`src/design/bpf_pkg.sv`:
```
// package of constants and types for the two-cell protection controller
// Overview of operation
// - charger present, both cells normal, tap connected: switch closed.
// - no charger, normal cells, tap connected, normal load: switch closed.
// - overcharge with charger present ends with switch open and bleeding enabled.
// - grace granted only after overcharge persists beyond two oscillator periods.
// - after qualified overcharge keep charging for capacitor-set grace, then open; here the grace is set by the GRACE_PERIODS parameter, in oscillator periods.
// - after grace, bleed the overcharged cells only while a charger stays present.
// - overcharged cells back to normal: close switch, restart detection cycle.
// - overcharged cells with load, no charger: close switch to feed load.
// - a cell over-discharged, no charger: open switch, enter shutdown.
// - over-discharged with charger: switch on seven eighths of each period.
// - during the off eighth, test charger; stop charging when it is gone.
// - both cells normal again during over-discharge charging: continuous charging.
// - battery under lockout: switch open until charger seen, then undervoltage mode.
// - charger counts as present only above the charger detect threshold.
// - undervoltage mode: switch on one eighth, off time confirms charger.
// - battery above lockout while charging: move to over-discharge charging.
// - sense voltage above short trip threshold opens the switch.
// - after short trip switch stays open until load fully removed.
// - after short trip enable pull current; node high means short, low removed.
// - pull current flows while short persists until over-discharge; removal recloses.
// - center tap lost: open switch until connection restored.
// - tap open, undervoltage, charger: charge at one eighth until over-discharge level.
// - overcharge without charger under normal load: cycle at very high duty.
package bpf_pkg;
  localparam int unsigned SYS_CLK_MHZ      = 125;
  localparam int unsigned OSC_PERIOD_US    = 4000;
  localparam int unsigned OSC_PERIOD_CYC   = OSC_PERIOD_US * SYS_CLK_MHZ;
  localparam int unsigned SLOT_US          = OSC_PERIOD_US / 8;
  localparam int unsigned SLOT_CYC         = SLOT_US * SYS_CLK_MHZ;
  localparam int unsigned OC_QUAL_PERIODS  = 2;
  localparam int unsigned GRACE_PERIODS    = 16;
  localparam logic [2:0]  SLOT_LAST        = 3'h7;
  localparam logic [2:0]  SLOT_OFF_SEVEN   = 3'h7;
  localparam logic [2:0]  SLOT_ON_ONE      = 3'h0;
  localparam logic [15:0] CNT_ZERO         = 16'h0000;

  typedef enum logic [1:0] {BPF_CELL_ODC, BPF_CELL_NORM, BPF_CELL_OC} bpf_cell_t;

  typedef enum {
    BPF_NORMAL, BPF_OC_QUAL, BPF_OC_GRACE, BPF_OC_BLEED, BPF_ODC_CHG,
    BPF_SHUTDOWN, BPF_UV_CHG, BPF_SHORT
  } bpf_state_t;
endpackage

```
`src/design/bpf_tick_if.sv`:
```
// interface carrying oscillator slot ticks between controller modules
`timescale 1ns/1ns
interface bpf_tick_if;
  logic       slot_tick;
  logic       period_tick;
  logic [2:0] slot_idx;
  modport src (output slot_tick, output period_tick, output slot_idx);
  modport dst (input slot_tick, input period_tick, input slot_idx);
endinterface

```
`src/design/bpf_osc.sv`:
```
// internal oscillator: eight slots per 4 ms period
`timescale 1ns/1ns
module bpf_osc #(
  parameter int unsigned SLOT_CYCLES = bpf_pkg::SLOT_CYC
) (
  input  wire logic sys_clk,
  input  wire logic rst,
  bpf_tick_if.src   tick
);
  logic [31:0] div_q;
  logic [2:0]  slot_q;
  logic        stick_q;
  logic        ptick_q;

  // slot divider; each slot is one eighth of the period
  always_ff @(posedge sys_clk) begin
    if (rst || div_q == SLOT_CYCLES - 1) begin
      div_q <= '0;
    end else begin
      div_q <= div_q + 32'h0000_0001;
    end
  end

  // eight-slot sequence counter, wraps every period
  always_ff @(posedge sys_clk) begin
    if (rst) begin
      slot_q  <= 3'h0;
      stick_q <= 1'b0;
      ptick_q <= 1'b0;
    end else begin
      stick_q <= (div_q == SLOT_CYCLES - 1);
      ptick_q <= (div_q == SLOT_CYCLES - 1) && (slot_q == bpf_pkg::SLOT_LAST);
      if (div_q == SLOT_CYCLES - 1) begin
        slot_q <= slot_q + 3'h1;
      end
    end
  end

  assign tick.slot_tick   = stick_q;
  assign tick.period_tick = ptick_q;
  assign tick.slot_idx    = slot_q;
endmodule

```
`src/design/bpf_top.sv`:
```
// protection state machine driving the low-side switch gate
`timescale 1ns/1ns
module bpf_top #(
  parameter int unsigned SLOT_CYCLES   = bpf_pkg::SLOT_CYC,
  parameter int unsigned GRACE_PERIODS = bpf_pkg::GRACE_PERIODS
) (
  input  wire logic       sys_clk,
  input  wire logic       rst,
  input  wire logic [1:0] high_cell_level,
  input  wire logic [1:0] low_cell_level,
  input  wire logic       battery_below_lockout,
  input  wire logic       charger_detect_raw,
  input  wire logic       load_current_sense,
  input  wire logic       load_present_sense,
  input  wire logic       tap_open_raw,
  output logic            switch_gate_drive,
  output logic            cell_bleed_high,
  output logic            cell_bleed_low,
  output logic            short_release_pull_current,
  output logic            shutdown_mode
);
  bpf_tick_if tick ();

  bpf_osc #(
    .SLOT_CYCLES (SLOT_CYCLES)
  ) u_osc (
    .sys_clk (sys_clk),
    .rst     (rst),
    .tick    (tick)
  );

  // three-stage synchronisers for analog comparator outputs
  logic [6:0] s1_q, s2_q, s3_q, flt_q;
  logic [6:0] raw_in;
  assign raw_in = {charger_detect_raw, load_current_sense, load_present_sense,
                   tap_open_raw, battery_below_lockout,
                   (high_cell_level == 2'(bpf_pkg::BPF_CELL_OC)),
                   (low_cell_level == 2'(bpf_pkg::BPF_CELL_OC))};

  genvar gi;
  generate
    for (gi = 0; gi < 7; gi++) begin : g_sync
      // change accepted once stages two and three agree
      always_ff @(posedge sys_clk) begin
        if (rst) begin
          s1_q[gi]  <= 1'b0;
          s2_q[gi]  <= 1'b0;
          s3_q[gi]  <= 1'b0;
          flt_q[gi] <= 1'b0;
        end else begin
          s1_q[gi] <= raw_in[gi];
          s2_q[gi] <= s1_q[gi];
          s3_q[gi] <= s2_q[gi];
          if (s2_q[gi] == s3_q[gi]) begin
            flt_q[gi] <= s3_q[gi];
          end
        end
      end
    end
  endgenerate

  // odc levels synchronised separately
  logic [1:0] od1_q, od2_q, od3_q, odf_q;
  always_ff @(posedge sys_clk) begin
    if (rst) begin
      od1_q <= 2'h0;
      od2_q <= 2'h0;
      od3_q <= 2'h0;
      odf_q <= 2'h0;
    end else begin
      od1_q <= {high_cell_level == 2'(bpf_pkg::BPF_CELL_ODC),
                low_cell_level == 2'(bpf_pkg::BPF_CELL_ODC)};
      od2_q <= od1_q;
      od3_q <= od2_q;
      if (od2_q[1] == od3_q[1]) begin
        odf_q[1] <= od3_q[1];
      end
      if (od2_q[0] == od3_q[0]) begin
        odf_q[0] <= od3_q[0];
      end
    end
  end

  logic chg, short_trip, load_on, tap_open, uv, oc_hi, oc_lo, oc_any, odc_any;
  assign chg        = flt_q[6];
  assign short_trip = flt_q[5];
  assign load_on    = flt_q[4];
  assign tap_open   = flt_q[3];
  assign uv         = flt_q[2];
  assign oc_hi      = flt_q[1];
  assign oc_lo      = flt_q[0];
  assign oc_any     = oc_hi | oc_lo;
  assign odc_any    = |odf_q;

  // duty pattern decode from the eight-slot sequence
  function automatic logic duty_on(input logic [2:0] slot, input logic seven);
    if (seven) begin
      duty_on = (slot != bpf_pkg::SLOT_OFF_SEVEN);
    end else begin
      duty_on = (slot == bpf_pkg::SLOT_ON_ONE);
    end
  endfunction

  logic       off_slot;
  assign off_slot = (tick.slot_idx == bpf_pkg::SLOT_OFF_SEVEN);

  bpf_pkg::bpf_state_t state_q, state_d;
  logic [15:0] tmr_q;
  logic        tmr_done;
  assign tmr_done = (tmr_q == bpf_pkg::CNT_ZERO);

  // next state; short also forced here with top priority, open tap used here only to pick the exit from undervoltage charging
  always_comb begin
    state_d = state_q;
    unique case (state_q)
      bpf_pkg::BPF_NORMAL: begin
        if (short_trip) begin
          state_d = bpf_pkg::BPF_SHORT;
        end else if (uv) begin
          state_d = chg ? bpf_pkg::BPF_UV_CHG : bpf_pkg::BPF_SHUTDOWN;
        end else if (odc_any) begin
          state_d = chg ? bpf_pkg::BPF_ODC_CHG : bpf_pkg::BPF_SHUTDOWN;
        end else if (oc_any && chg) begin
          state_d = bpf_pkg::BPF_OC_QUAL;
        end
      end
      bpf_pkg::BPF_OC_QUAL: begin
        if (!oc_any || !chg) begin
          state_d = bpf_pkg::BPF_NORMAL;
        end else if (tmr_done) begin
          state_d = bpf_pkg::BPF_OC_GRACE;
        end
      end
      bpf_pkg::BPF_OC_GRACE: begin
        if (!oc_any) begin
          state_d = bpf_pkg::BPF_NORMAL;
        end else if (tmr_done) begin
          state_d = bpf_pkg::BPF_OC_BLEED;
        end
      end
      bpf_pkg::BPF_OC_BLEED: begin
        if (!oc_any || !chg) begin
          state_d = bpf_pkg::BPF_NORMAL;
        end
      end
      bpf_pkg::BPF_ODC_CHG: begin
        if (uv) begin
          state_d = bpf_pkg::BPF_UV_CHG;
        end else if (!odc_any) begin
          state_d = bpf_pkg::BPF_NORMAL;
        end else if (off_slot && tick.slot_tick && !chg) begin
          state_d = bpf_pkg::BPF_SHUTDOWN;
        end
      end
      bpf_pkg::BPF_UV_CHG: begin
        if (!uv && !tap_open) begin
          state_d = bpf_pkg::BPF_ODC_CHG;
        end else if (!uv && tap_open) begin
          state_d = bpf_pkg::BPF_SHUTDOWN;
        end else if (off_slot && tick.slot_tick && !chg) begin
          state_d = bpf_pkg::BPF_SHUTDOWN;
        end
      end
      bpf_pkg::BPF_SHUTDOWN: begin
        if (chg) begin
          if (uv) begin
            state_d = bpf_pkg::BPF_UV_CHG;
          end else if (odc_any) begin
            state_d = bpf_pkg::BPF_ODC_CHG;
          end else begin
            state_d = bpf_pkg::BPF_NORMAL;
          end
        end else if (!uv && !odc_any) begin
          state_d = bpf_pkg::BPF_NORMAL;
        end
      end
      bpf_pkg::BPF_SHORT: begin
        // the sense node only means removal once the open switch has cleared the trip
        if (!load_on && !short_trip) begin
          state_d = bpf_pkg::BPF_NORMAL;
        end else if (odc_any || uv) begin
          state_d = bpf_pkg::BPF_SHUTDOWN;
        end
      end
    endcase
    if (short_trip && state_q != bpf_pkg::BPF_SHORT) begin
      state_d = bpf_pkg::BPF_SHORT;
    end
  end

  // state register
  always_ff @(posedge sys_clk) begin
    if (rst) begin
      state_q <= bpf_pkg::BPF_SHUTDOWN;
    end else begin
      state_q <= state_d;
    end
  end

  // qualify and grace timer in oscillator periods; loaded on entry
  always_ff @(posedge sys_clk) begin
    if (rst) begin
      tmr_q <= bpf_pkg::CNT_ZERO;
    end else if (state_d != state_q) begin
      if (state_d == bpf_pkg::BPF_OC_QUAL) begin
        // one extra tick: the first may land just after entry, so wait past two periods
        tmr_q <= 16'(bpf_pkg::OC_QUAL_PERIODS + 1);
      end else begin
        tmr_q <= 16'(GRACE_PERIODS - 1);
      end
    end else if (tick.period_tick && !tmr_done) begin
      tmr_q <= tmr_q - 16'h0001;
    end
  end

  // gate decision; short overrides everything, tap open everything except undervoltage charging
  logic gate_d;
  always_comb begin
    gate_d = 1'b0;
    unique case (state_q)
      bpf_pkg::BPF_NORMAL: begin
        // overcharge on load without charger cycles at seven eighths
        gate_d = (oc_any && !chg && load_on) ? duty_on(tick.slot_idx, 1'b1)
                                             : !(oc_any && !load_on);
      end
      bpf_pkg::BPF_OC_QUAL:  gate_d = 1'b1;
      bpf_pkg::BPF_OC_GRACE: gate_d = 1'b1;
      bpf_pkg::BPF_OC_BLEED: gate_d = 1'b0;
      bpf_pkg::BPF_ODC_CHG:  gate_d = duty_on(tick.slot_idx, 1'b1);
      bpf_pkg::BPF_UV_CHG:   gate_d = duty_on(tick.slot_idx, 1'b0);
      bpf_pkg::BPF_SHUTDOWN: gate_d = 1'b0;
      bpf_pkg::BPF_SHORT:    gate_d = 1'b0;
    endcase
    if (short_trip) begin
      gate_d = 1'b0;
    end
    if (tap_open && state_q != bpf_pkg::BPF_UV_CHG) begin
      gate_d = 1'b0;
    end
  end

  // registered outputs
  always_ff @(posedge sys_clk) begin
    if (rst) begin
      switch_gate_drive          <= 1'b0;
      cell_bleed_high            <= 1'b0;
      cell_bleed_low             <= 1'b0;
      short_release_pull_current <= 1'b0;
      shutdown_mode              <= 1'b0;
    end else begin
      switch_gate_drive          <= gate_d;
      cell_bleed_high            <= (state_q == bpf_pkg::BPF_OC_BLEED) && chg && oc_hi;
      cell_bleed_low             <= (state_q == bpf_pkg::BPF_OC_BLEED) && chg && oc_lo;
      short_release_pull_current <= (state_q == bpf_pkg::BPF_SHORT);
      shutdown_mode              <= (state_q == bpf_pkg::BPF_SHUTDOWN);
    end
  end
endmodule

```
`config.mk`:
```
export PLATFORM = sky130hd
export DESIGN_NAME = bpf_top
export DESIGN_NICKNAME = d
export VERILOG_FILES = /design/src/design/bpf_pkg.sv /design/src/design/bpf_tick_if.sv /design/src/design/bpf_osc.sv /design/src/design/bpf_top.sv
export SDC_FILE = /design/constraint.sdc
export NUM_CORES = 1
export LEC_CHECK = 0
export BUFFER_PORTS_ARGS = -buffer_cell sky130_fd_sc_hd__clkbuf_2
export CELL_PAD_IN_SITES_DETAIL_PLACEMENT = 1
export CELL_PAD_IN_SITES_GLOBAL_PLACEMENT = 1
export CORE_MARGIN = 5
export CORE_UTILIZATION = 36
export CTS_BUF_LIST = sky130_fd_sc_hd__clkbuf_16
export CTS_CLUSTER_SIZE = 25
export DETAILED_ROUTE_END_ITERATION = 16
export PLACE_DENSITY = 0.72
export SYNTH_ARGS = -nofsm -noshare
export SYNTH_HDL_FRONTEND = slang
export SYNTH_HIERARCHICAL = 1
export SYNTH_SLANG_ARGS = --single-unit
```
`constraint.sdc`:
```
create_clock -name sys_clk -period 2.2 [get_ports sys_clk]
set_input_delay 0.44 -clock sys_clk [delete_from_list [all_inputs] [get_ports sys_clk]]
set_output_delay 0.44 -clock sys_clk [all_outputs]
set_load 0.005 [all_outputs]
```
==> flow_summary.toml <==
[floorplanning]
initial_core_util_pct = 36.6
die_area_um2 = 17200
die_h_um = 131
core_um2 = 14500
io_pins = 16
core.rowCount = 44
fp.dieW_um = 131

[timing]
relSlewSlack_pct = 61.4
fin_crit_sh_pct = 105
setup_slack_ns = -0.120
finalSetupViolCount = 26
whs_ns = 0.185
fin_crit_ns = 2.32
rsz0062_at_grt = "true"
finalHoldViolCount = 0
fmax_mhz = 431
worst_pin_slew_ns = 0.574
finClkSkew_ns = 0.00828
drv_slew = 0

[pwr]
peakVddDrop_mv = 0.545
clockPowerShare_pct = 51.1
p_comb_share_pct = 4.0
p_leak_nw = 2.44
sw_frac_of_total_pct = 23.6
power_density_nw_per_um2 = 788
power_frac_seq_pct = 44.9
p_sw_mw = 1.23
power_mw = 5.22
p_int_mw = 3.99

[worst_setup_path]
end_kind = "flip-flop"
worst_ep_required_time_ns = 2.51
arrival_ns = 2.63
crit_type = "reg -> reg"
worstPathMaxFanout = 8
critPathLaunchType = "flip-flop"

[hold_path]
holdCritPathClass = "in -> reg"

[layout]
synthToLayoutAreaGrowth_pct = 25.1
multi_input_area_um2 = 2710
layout_common_cells = "dfxtp_1, buf_4, nor2_1, nand2_1, a21oi_1"
fillers = 1660
instances_no_fill = 846
final-seq-area_um2 = 2530
layout_commonest_cell = "dfxtp_1"
fin_nets = 664
drive_above_1_share_pct = 22.7
antenna_cells_inserted = 0

[global_route]
gr-usage-all-layers_pct = 16.4
overflow = 0
grt_max_degree = 31
grt_pass1_wl_um = 23500
grt_pass1_vias = 4859
antenna_found_initial = 0

[yosys]
synthFlopType = "dfxtp_1"
yosys_warnings = 6
synth_cells = 584
syn_nets = 599
syn_area_um2 = 5290
synth_cell_types = 65
ys_ff_latch = 126
synth_edf_count = 0
yosysSeqAreaShare_pct = 47.6
syn_area_per_cell_um2 = 9.06
async_flop_share_pct = 0

[cts]
cts.path.max_buffers = 2
cts_buffers = 17
clk_pin_slew_ns = 0.06
clock-root-buffer = "clkbuf_16"
cts_tree = "yes"
clk_latency_ns = 0.42
cts_num_sinks = 126
cts_max_level = 4

[routing]
antenna_left = 0
wl_per_cell_um = 16.5
drt_wl_total_um = 14000
num_vias = 4582
drtIter0Drc = 234
dr.pass1.iters = 5
viasPerCell = 5.42
drc_errors = 0

[place]
gp_congestion = 0.841
hpwl_um = 9660
place_inst = 806
place_ws_ns = -0.216
io_buffers = 15

[outcome]
violations = "setup timing"
status = "finished with violations"

[run]
cap_violations = 0
[state kept, by name, summed over array words and instances (netlist names), 2 cells and up]
name,cells
state_q,32
u_osc/div_q,32
tmr_q,16
s1_q,7
s2_q,7
s3_q,7
u_osc/tick.slot_idx,3
od1_q,2
od2_q,2
od3_q,2
odf_q,2
[area by class of cell]
| cell class | count | share of cell area, % |
|---|---|---|
| clock inverter | 15 | 2.10 |
| inverter | 10 | 0.567 |
| sequential | 126 | 38.2 |
| timing repair buffer | 75 | 8.31 |
| clock buffer | 17 | 6.42 |
| multi-input combinational | 419 | 41.0 |
| tap | 184 | 3.48 |
[path summary, 6_finish.rpt]
kind	start	to	slack, ns	depth (start not counted)
max	tmr_q[8]	tmr_q[7]	-0.12	7
min	high_cell_level[1]	od1_q[1]	0.18	2
min reg2reg	s1_q[5]	s2_q[5]	0.44	1
max reg2reg	tmr_q[8]	tmr_q[7]	-0.12	7
[metal layers]
| layer | vias to the layer above | GRT usage, % | routed length, µm |
|---|---|---|---|
| li1 | 2253 | - | - |
| met1 | 2255 | 19.9 | 6300 |
| met2 | 58 | 27.8 | 7040 |
| met3 | 16 | 4.32 | 394 |
| met4 | 0 | 6.23 | 213 |
| met5 | - | 0 | 0 |
[kinds of logic after synthesis]
group / share of synthesized area [%]
buffers and inverters: 3.55
adder cells (fa/ha/maj): 0.945
flip-flops: 47.6
XOR/XNOR: 3.81
multiplexers: 0.378
AND/OR/NAND/NOR: 31.0
AO/OA/AOI/OAI: 12.6
[synth_stat cells (all sizes together) (3+ instances only)]
library cell  number  share of area [%]
a21oi             34                3.3
and4               8                1.3
buf               14                1.6
o21ai             26                2.5
nand4             19                2.2
or2                5               0.59
xor2              14                2.3
nor4              21                2.6
and2              32                3.8
nand2b             3               0.35
and4b              3               0.57
clkbuf            17                1.2
a211oi             5               0.71
nand2             35                2.5
o31ai             10                1.4
nor2b             25                3.0
ha                 4               0.95
and3               7               0.83
dfxtp            126                 48
xnor2              9                1.5
nand3             18                1.8
or4               15                2.3
nand3b             3               0.43
nor3b              4               0.57
nor2              47                3.4
nor3              15                1.4
or3               16                1.9
inv               10               0.71
[critical path, cell delays in order, from the launching register on]
cell and delay (ns):
dfxtp_2 0.32, or4_4 0.56, or4_4 0.56, a22oi_2 0.19
a32o_2 0.22, buf_12 0.14, or2_4 0.16, nor2_1 0.06
[power groups by stage]
stage               Sequential [mW]  Combinational [mW]  Clock [mW]
floorplan                      2.38               0.113           0
global placement               2.39               0.172           0
detailed placement             2.39               0.181           0
CTS                            2.34               0.202        2.73
global route                   2.34               0.229        2.84
finish                         2.34               0.209        2.67
[per-stage QoR]
| stage | util [%] | cell area, µm² | setup TNS (ns) |
|---|---|---|---|
| finish | 45.7 | 6620 | -2.61 |
| global route | 45.7 | 6620 | -5.01 |
| CTS | 45.3 | 6560 | -1.47 |
| detailed placement | 40.8 | 5900 | -3.91 |
| global placement | 40.8 | 5900 | -1.12 |
| floorplan | - | 5320 | -2.07 |
[what timing repair did]
action | in CTS | in global routing
gates cloned | 2 | 0
hold buffers | 0 | 0
gates resized for setup | 8 | 14
endpoints found under the setup margin | 26 | 26
pin swaps | 3 | 10
setup buffers | 4 | 2
No activity file was read; power rests on OpenSTA's default activity.
